<file path="src/rtl/ctgs_consts.svh">
// register offsets, field positions, reset values and timing counts
`ifndef CTGS_CONSTS_SVH
`define CTGS_CONSTS_SVH

`define CTGS_OFF_CMP1_CTRL    12'h000
`define CTGS_OFF_CMP2_CTRL    12'h004
`define CTGS_OFF_SHARED_CTRL  12'h008
`define CTGS_OFF_PORT_READ    12'h00C
`define CTGS_OFF_ANALOG_SEL   12'h010

`define CTGS_BIT_SYNC_EN      0
`define CTGS_BIT_GATE_SEL     1
`define CTGS_BIT_HYST2        2
`define CTGS_BIT_HYST1        3
`define CTGS_BIT_ALT_CLK      4
`define CTGS_BIT_MIRROR2      6
`define CTGS_BIT_MIRROR1      7

`define CTGS_SHARED_WMASK     8'h1F
`define CTGS_SHARED_RESET     8'h02
`define CTGS_CMPX_RESET       8'h00
`define CTGS_CMPX_WMASK       8'hB7
`define CTGS_CMPX_BIT_ON      7
`define CTGS_CMPX_BIT_OUT     6
`define CTGS_CMPX_BIT_POL     4
`define CTGS_ANALOG_RESET     8'hFF

`define CTGS_FOSC_MHZ         100
`define CTGS_INSTR_DIV        4
`define CTGS_INSTR_DIV_W      2

`endif

</file>
<file path="src/rtl/ctgs_pkg.sv">
// types shared by the comparator gate block
package ctgs_pkg;

  typedef struct packed {
    logic [11:0] addr;
    logic        write;
    logic [31:0] wdata;
  } ctgs_req_s;

  typedef struct packed {
    logic gate_sel;
    logic sync_en;
    logic alt_clk;
    logic hyst1;
    logic hyst2;
  } ctgs_cfg_s;

  typedef enum logic [2:0] {
    CTGS_PH_LOW  = 3'b001,
    CTGS_PH_HIGH = 3'b010,
    CTGS_PH_IDLE = 3'b100
  } ctgs_phase_e;

endpackage

</file>
<file path="src/rtl/ctgs_top.sv">
// comparator to gate counter routing, mirror register and timer clock select
//
// Behaviour
// - gate_source_sel low routes the synchronised comparator two result to the counter gate, high routes the gate pin.
// - with cmp2_sync_enable set the comparator two result is captured at each falling counter clock edge, else passed straight.
// - the capture uses the prescaled counter clock when a prescaler is in use.
// - the counter advances on the rising counter clock edge, opposite the falling edge capture.
// - the shared register reads both comparator results in one access with no skew.
// - reading the shared register leaves the access side mismatch latches alone; only per comparator register accesses update them.
// - timer_alt_clock_sel high picks the oscillator clock, low the instruction clock at a quarter rate.
// - each hysteresis bit drives the hysteresis enable of its own comparator.
// - the unused bit five of the shared register ignores writes and reads zero.
// - every reset loads the shared register with only gate_source_sel set.
// - a port read returns zero for every pin configured as analog.
// - one mismatch latch captures the comparator on a per comparator register access, the other on every pclk cycle.
//
// Added by the designer: the placing of the registers and register access over APB.
`timescale 1ns/1ns
`include "ctgs_consts.svh"

module ctgs_top #(
  parameter int PRESCALE_W = 3
) (
  input  wire logic                  pclk,
  input  wire logic                  presetn,
  input  wire logic                  psel,
  input  wire logic                  penable,
  input  wire logic                  pwrite,
  input  wire logic [11:0]           paddr,
  input  wire logic [31:0]           pwdata,
  output logic      [31:0]           prdata,
  output logic                       pready,
  output logic                       pslverr,
  input  wire logic                  cmp1_result,
  input  wire logic                  cmp2_result,
  input  wire logic                  timer_gate_pin,
  input  wire logic [7:0]            port_pins,
  input  wire logic [PRESCALE_W-1:0] prescale_sel,
  input  wire logic                  counter_on,
  input  wire logic                  gate_enable,
  output logic                       counter_tick,
  output logic                       count_gate,
  output logic                       cmp1_hyst_en,
  output logic                       cmp2_hyst_en,
  output logic [1:0]                 cmp_mismatch,
  output logic [1:0]                 cmp_enable
);

  // ****************************************************************
  // bus decode
  // ****************************************************************
  ctgs_pkg::ctgs_req_s req;
  wire logic acc     = psel & penable;
  wire logic wr_en   = acc & pwrite;
  wire logic hit_c1  = (paddr == `CTGS_OFF_CMP1_CTRL);
  wire logic hit_c2  = (paddr == `CTGS_OFF_CMP2_CTRL);
  wire logic hit_sh  = (paddr == `CTGS_OFF_SHARED_CTRL);
  wire logic hit_pt  = (paddr == `CTGS_OFF_PORT_READ);
  wire logic hit_an  = (paddr == `CTGS_OFF_ANALOG_SEL);
  wire logic hit_any = hit_c1 | hit_c2 | hit_sh | hit_pt | hit_an;

  assign req     = '{addr: paddr, write: pwrite, wdata: pwdata};
  assign pready  = 1'b1;
  assign pslverr = acc & ~hit_any;

  // ****************************************************************
  // registers
  // ****************************************************************
  logic [7:0] c1_ctrl_r;
  logic [7:0] c2_ctrl_r;
  logic [4:0] shared_r;
  logic [7:0] analog_r;
  ctgs_pkg::ctgs_cfg_s cfg;

  // ****************************************************************
  // configuration fields
  // ****************************************************************
  assign cfg.sync_en  = shared_r[`CTGS_BIT_SYNC_EN];
  assign cfg.gate_sel = shared_r[`CTGS_BIT_GATE_SEL];
  assign cfg.hyst2    = shared_r[`CTGS_BIT_HYST2];
  assign cfg.hyst1    = shared_r[`CTGS_BIT_HYST1];
  assign cfg.alt_clk  = shared_r[`CTGS_BIT_ALT_CLK];

  // ****************************************************************
  // register next values
  // ****************************************************************
  wire logic       wr_c1       = wr_en & hit_c1;
  wire logic       wr_c2       = wr_en & hit_c2;
  wire logic       wr_sh       = wr_en & hit_sh;
  wire logic       wr_an       = wr_en & hit_an;
  wire logic [7:0] c1_ctrl_nxt = wr_c1 ? (req.wdata[7:0] & `CTGS_CMPX_WMASK) : c1_ctrl_r;
  wire logic [7:0] c2_ctrl_nxt = wr_c2 ? (req.wdata[7:0] & `CTGS_CMPX_WMASK) : c2_ctrl_r;
  wire logic [4:0] shared_nxt  = wr_sh ? req.wdata[4:0] : shared_r;
  wire logic [7:0] analog_nxt  = wr_an ? req.wdata[7:0] : analog_r;

  // ****************************************************************
  // comparator control registers
  // ****************************************************************
  always_ff @(posedge pclk or negedge presetn)
  begin
    if (!presetn)
      c1_ctrl_r <= `CTGS_CMPX_RESET;
    else
      c1_ctrl_r <= c1_ctrl_nxt;
  end

  always_ff @(posedge pclk or negedge presetn)
  begin
    if (!presetn)
      c2_ctrl_r <= `CTGS_CMPX_RESET;
    else
      c2_ctrl_r <= c2_ctrl_nxt;
  end

  // ****************************************************************
  // shared control and analog select registers
  // ****************************************************************
  // shared reset pattern
  always_ff @(posedge pclk or negedge presetn)
  begin
    if (!presetn)
      shared_r <= 5'(`CTGS_SHARED_RESET);
    else
      shared_r <= shared_nxt;
  end

  always_ff @(posedge pclk or negedge presetn)
  begin
    if (!presetn)
      analog_r <= `CTGS_ANALOG_RESET;
    else
      analog_r <= analog_nxt;
  end

  // ****************************************************************
  // comparator results after polarity
  // ****************************************************************
  wire logic c1_out = cmp1_result ^ c1_ctrl_r[`CTGS_CMPX_BIT_POL];
  wire logic c2_out = cmp2_result ^ c2_ctrl_r[`CTGS_CMPX_BIT_POL];

  // ****************************************************************
  // comparator enables and hysteresis
  // ****************************************************************
  assign cmp_enable = {c2_ctrl_r[`CTGS_CMPX_BIT_ON], c1_ctrl_r[`CTGS_CMPX_BIT_ON]};

  assign cmp1_hyst_en = cfg.hyst1;
  assign cmp2_hyst_en = cfg.hyst2;

  // ****************************************************************
  // timer clock: select, prescale, edges
  // ****************************************************************
  logic [`CTGS_INSTR_DIV_W-1:0] div_r;
  localparam int PRE_CNT_W = (1 << PRESCALE_W) - 1;
  logic [PRE_CNT_W-1:0]         pre_r;
  ctgs_pkg::ctgs_phase_e        ph_r;
  ctgs_pkg::ctgs_phase_e        ph_nxt;

  wire logic                         src_en   = cfg.alt_clk | (div_r == '0);
  // terminal count: all ones below the selected exponent
  wire logic [PRE_CNT_W-1:0]         pre_mask = ~({PRE_CNT_W{1'b1}} << prescale_sel);
  wire logic                         pre_hit  = (pre_r == pre_mask);
  wire logic                         half_en  = src_en & pre_hit;
  wire logic [`CTGS_INSTR_DIV_W-1:0] div_nxt  = div_r + `CTGS_INSTR_DIV_W'(1);
  wire logic [PRE_CNT_W-1:0]         pre_nxt  = !src_en ? pre_r : (pre_hit ? '0 : pre_r + PRE_CNT_W'(1));

  // ****************************************************************
  // instruction rate divider
  // ****************************************************************
  always_ff @(posedge pclk or negedge presetn)
  begin
    if (!presetn)
      div_r <= '0;
    else
      div_r <= div_nxt;
  end

  // ****************************************************************
  // counter prescaler
  // ****************************************************************
  // divide before the edges
  always_ff @(posedge pclk or negedge presetn)
  begin
    if (!presetn)
      pre_r <= '0;
    else
      pre_r <= pre_nxt;
  end

  // ****************************************************************
  // prescaled clock phase
  // ****************************************************************
  // prescaled timer clock as a two phase sequence
  always_comb
  begin
    ph_nxt = ph_r;
    case (ph_r)
      ctgs_pkg::CTGS_PH_IDLE: ph_nxt = ctgs_pkg::CTGS_PH_LOW;
      ctgs_pkg::CTGS_PH_LOW:  if (half_en) ph_nxt = ctgs_pkg::CTGS_PH_HIGH;
      ctgs_pkg::CTGS_PH_HIGH: if (half_en) ph_nxt = ctgs_pkg::CTGS_PH_LOW;
      default:                ph_nxt = ctgs_pkg::CTGS_PH_IDLE;
    endcase
  end

  always_ff @(posedge pclk or negedge presetn)
  begin
    if (!presetn)
      ph_r <= ctgs_pkg::CTGS_PH_IDLE;
    else
      ph_r <= ph_nxt;
  end

  // ****************************************************************
  // clock edges
  // ****************************************************************
  // edges of the prescaled clock
  wire logic rise_en = (ph_r == ctgs_pkg::CTGS_PH_LOW) & half_en;
  wire logic fall_en = (ph_r == ctgs_pkg::CTGS_PH_HIGH) & half_en;

  // ****************************************************************
  // comparator two synchroniser and gate
  // ****************************************************************
  logic sync_c2_r;
  logic tick_r;

  wire logic sync_c2_nxt = fall_en ? c2_out : sync_c2_r;

  always_ff @(posedge pclk or negedge presetn)
  begin
    if (!presetn)
      sync_c2_r <= 1'b0;
    else
      sync_c2_r <= sync_c2_nxt;
  end

  wire logic synced_cmp2_output = cfg.sync_en ? sync_c2_r : c2_out;

  // ****************************************************************
  // gate source
  // ****************************************************************
  // gate source mux
  assign count_gate = cfg.gate_sel ? timer_gate_pin : synced_cmp2_output;

  // ****************************************************************
  // counter tick
  // ****************************************************************
  wire logic tick_nxt = rise_en & counter_on & (~gate_enable | count_gate);

  always_ff @(posedge pclk or negedge presetn)
  begin
    if (!presetn)
      tick_r <= 1'b0;
    else
      tick_r <= tick_nxt;
  end
  assign counter_tick = tick_r;

  // ****************************************************************
  // mismatch latches
  // ****************************************************************
  logic [1:0] read_latch_r;
  logic [1:0] q1_latch_r;
  wire  logic [1:0] cmp_now = {c2_out, c1_out};
  wire  logic [1:0] cx_acc  = {acc & hit_c2, acc & hit_c1};

  genvar gi;
  generate
    for (gi = 0; gi < 2; gi++)
    begin : g_mm
      wire logic read_nxt = cx_acc[gi] ? cmp_now[gi] : read_latch_r[gi];

      always_ff @(posedge pclk or negedge presetn)
      begin
        if (!presetn)
          q1_latch_r[gi] <= 1'b0;
        else
          q1_latch_r[gi] <= cmp_now[gi];
      end

      always_ff @(posedge pclk or negedge presetn)
      begin
        if (!presetn)
          read_latch_r[gi] <= 1'b0;
        else
          read_latch_r[gi] <= read_nxt;
      end
    end
  endgenerate

  assign cmp_mismatch = read_latch_r ^ q1_latch_r;

  // ****************************************************************
  // read data
  // ****************************************************************
  logic [7:0] rd_byte;

  // ****************************************************************
  // read views
  // ****************************************************************
  // shared read
  wire logic [7:0] shared_rd = {c1_out, c2_out, 1'b0, shared_r};
  wire logic [7:0] c1_rd = {c1_ctrl_r[7], c1_out, c1_ctrl_r[5:0]};
  wire logic [7:0] c2_rd = {c2_ctrl_r[7], c2_out, c2_ctrl_r[5:0]};
  wire logic [7:0] port_rd = port_pins & ~analog_r;

  always_comb
  begin
    if (hit_c1)
      rd_byte = c1_rd;
    else if (hit_c2)
      rd_byte = c2_rd;
    else if (hit_sh)
      rd_byte = shared_rd;
    else if (hit_pt)
      rd_byte = port_rd;
    else if (hit_an)
      rd_byte = analog_r;
    else
      rd_byte = 8'h00;
  end

  // ****************************************************************
  // read data register
  // ****************************************************************
  wire logic        rd_setup   = psel & ~penable & ~pwrite;
  wire logic [31:0] prdata_nxt = rd_setup ? {24'h00_0000, rd_byte} : prdata;

  always_ff @(posedge pclk or negedge presetn)
  begin
    if (!presetn)
      prdata <= 32'h0000_0000;
    else
      prdata <= prdata_nxt;
  end

endmodule

</file>
<file path="config.mk">
export PLATFORM = sky130hd
export DESIGN_NAME = ctgs_top
export DESIGN_NICKNAME = d
export VERILOG_FILES = /design/src/rtl/ctgs_pkg.sv /design/src/rtl/ctgs_top.sv
export VERILOG_INCLUDE_DIRS = /design/src /design/src/rtl
export SDC_FILE = /design/constraint.sdc
export NUM_CORES = 1
export LEC_CHECK = 0
export BUFFER_PORTS_ARGS = -buffer_cell sky130_fd_sc_hd__buf_4
export CORE_AREA = 8 8 90 92
export CTS_CLUSTER_SIZE = 20
export DETAILED_ROUTE_END_ITERATION = 6
export DIE_AREA = 0 0 98 100
export PLACE_DENSITY = 0.75
export SLEW_MARGIN = 20
export SYNTH_ARGS = -nofsm -noshare
export SYNTH_HDL_FRONTEND = slang
export SYNTH_SLANG_ARGS = --single-unit
export TNS_END_PERCENT = 20
</file>
<file path="constraint.sdc">
create_clock -name pclk -period 2 [get_ports pclk]
set_input_delay 0.1 -clock pclk [delete_from_list [all_inputs] [get_ports pclk]]
set_output_delay 0.1 -clock pclk [all_outputs]
set_load 0.03 [all_outputs]
</file>
==> summary.txt <==
Status
  • Status: completed

STA
  • Clk_skew: 0.01241 ns
  • RSZ-0062 raised after global routing: no
  • Final Hold Vio Count: 0
  • Final setup viols: 0
  • Max_slew headroom: 0.5752
  • Tcrit/Tclk final: 0.9591
  • Fin crit period: 1.918 ns
  • Setup_tns: 0 ns
  • Worst-margin pin slew: between 0.6 and 0.7 ns
  • F_max: ~0.52 GHz
  • Pins over their slew limit: 0

Synthesis
  • Post-synthesis sequential area ratio: 0.4426
  • Primary FF master, synth: dfrtp_1
  • Synth cell types: 56
  • Post-synth EDFFs: 0
  • Post-synth ARST share: 1.000
  • Syn Inst Count: 285
  • Cell Area, Synth: roughly 2900 µm²
  • Syn_area_per_cell: roughly 10 µm²
  • #FFs+latches synth: 51
  • Ys Warns: 0

Final layout
  • Area grow syn2layout: 19.34%
  • Diodes inserted: 0
  • Top library cells by usage in the layout, fill and taps aside: 65 x buf_4, 41 x dfrtp_1, 30 x nand2_1, 25 x nor2_1, 25 x conb_1
  • Post-layout net count: about 410
  • Most common cell after layout, fill and taps aside: buf_4
  • Share of layout cells above drive strength 1: 0.3534
  • Post-layout instance area: approximately 3500 µm²

Setup path
  • CP startpoint kind: flip-flop
  • WP data arrival: 2.12 ns
  • Worst-path maximum fanout: 6
  • Critical path class: reg -> reg
  • CP Capture Type: flip-flop
  • Critical Path RT: roughly 2.2 ns

Routing
  • Total wire length: about 6.7 mm
  • Met1 wire length: 2.959 mm
  • DRC violations left: 0
  • DRT Pass-1 Iters: 4
  • Met2 WL post-DR: 3.136 mm
  • Starting DRT DRC Count: between 100 and 150
  • Max layer used: met4
  • Vias: around 2200
  • Vias per cell: 5.243
  • Antenna Violating Nets Remaining: 0
  • Met3 wire len: approximately 540 µm
  • WL/cell: about 16 µm

GRT
  • GRT Overall Usage: 0.1380
  • First-pass GRT wire length: ~11 mm
  • Initial antenna violation count: 0
  • GR Overflow Total: 0
  • Vias in the first global route: around 2300
  • Largest net degree at the start of global routing: 52

Placed design
  • Dpl cell area: 3338 µm²
  • RePlAce Congestion: 0.8606
  • Port bufs: between 50 and 60
  • HPWL after DPL: roughly 5.1 mm

Floorplanning
  • Initial core utilization: 0.4382
  • Die area: between 9000 and 10000 µm²
  • Core area: 6644 µm²
  • Ports: ~110
  • Row cnt: 30
  • Die Ht: 100 µm
  • Die Wd: ~98 µm

Worst hold path
  • Hold crit path type: in -> reg

Clock tree
  • Post CTS Setup Buffer Count: 0
  • Clk_lat worst skew: roughly 0.3 ns
  • Clk buf depth: 2
  • H-tree lvl count: 2
  • Sink Count: roughly 50
  • Clk root buf: clkbuf_8
  • TritonCTS Buffers: 5
  • TritonCTS clock tree: built
  • Clock transition at path regs: ~0.1 ns

Power
  • Leak: 0.001673 µW
  • PwrDens: 693.6 nW/µm²
  • Peak supply drop: a little over 0.4 mV

Job
  • Max-cap viol count: 0
-- routing by layer --
metal,GRT usage,vias to the layer above
li1,-,1079
met4,0.03837,0
met1,0.1718,1073
met5,0,-
met3,0.04637,4
met2,0.2223,88
-- cells by family after synthesis --
group / share of synthesized area
adder cells (fa/ha/maj): 0.008593
multiplexers: 0.1255
other: 0.002579
AO/OA/AOI/OAI: 0.1130
buffers and inverters: 0.09540
flip-flops: 0.4426
XOR/XNOR: 0.03008
AND/OR/NAND/NOR: 0.1822
-- worst max-delay path, cell delays in order, from the launching register on --
cell and delay, ns:
dfrtp_1 0.46, or4_1 0.55, a22oi_2 0.25, and3_1 0.22, mux2_2 0.33
-- synthesized netlist by cell type (3+ instances only) --
cell,count,area [µm²]
dfrtp_1,41,1026
nand2_1,30,112.6
buf_4,27,202.7
nor2_1,25,93.84
mux2_2,24,270.3
a21oi_1,10,50.05
dfstp_2,10,262.8
nand2b_1,10,62.56
inv_1,8,30.03
a22oi_1,7,52.55
o21ai_0,7,35.03
xor2_1,7,61.31
o31ai_1,6,45.04
mux2_4,5,75.07
nor3_1,5,25.02
a22o_1,4,35.03
nand4_1,4,25.02
o22ai_1,4,25.02
clkbuf_1,3,11.26
xnor2_1,3,26.28
-- stage by stage --
| stage | hold slack [ns] | worst slack, ns | utilization | instances | power [µW] |
|---|---|---|---|---|---|
| floorplan | -0.1956 | 0.09044 | - | 308 | 1510 |
| global placement | 0.1642 | 0.1084 | 0.5024 | 419 | 1645 |
| detailed placement | 0.1688 | 0.08251 | 0.5024 | 419 | 1660 |
| CTS | 0.02600 | 0.06548 | 0.5222 | 428 | 2418 |
| global route | 0.02232 | 0.008482 | 0.5230 | 428 | 2540 |
| finish | 0.02921 | 0.08187 | 0.5230 | 428 | 2410 |
-- final cells by class --
type / count / area [µm²]
clock buffers: 6 / 82.58
clock inverters: 2 / 38.79
fillers: 593 / 3169
inverters: 8 / 30.03
multi-input cells: 215 / 1436
flip-flops and latches: 51 / 1289
well taps: 80 / 100.1
repair buffers: 66 / 498.0
-- power by group --
group          leakage (µW)  switching [µW]  total (µW)  internal (µW)
sequential         0.000657            90.0        1200           1110
clock             0.0000618             350         762            412
combinational      0.000955             267         448            181
-- sequential cells by signal (all words and copies together), names as in the netlist --
signal	count
q1_latch_r	2
sync_c2_r	1
pre_r	7
c2_ctrl_r	6
ph_r	3
analog_r	8
c1_ctrl_r	6
read_latch_r	2
div_r	2
shared_r	5
prdata	8
counter_tick	1
-- final timing paths --
check / slack (ns) / cells after the start / endpoint / from
setup / recovery: 0.08 / 4 / ph_r[1] / pre_r[2]
hold / removal: 0.03 / 2 / shared_r[3] / pwdata[3]
setup reg to reg: 0.08 / 4 / ph_r[1] / pre_r[2]
hold reg to reg: 0.42 / 1 / div_r[0] / div_r[0]
max in group asynchronous: 1.22 / 2 / prdata[6] / presetn
min in group asynchronous: 0.34 / 2 / c1_ctrl_r[7] / presetn
-- repair_timing --
action	in CTS	in global routing
resized for setup	0	1
setup endpoints to repair	0	2
hold buffers	1	0
endpoints found under the hold margin	41	0
No activity file was read; power rests on OpenSTA's default activity.
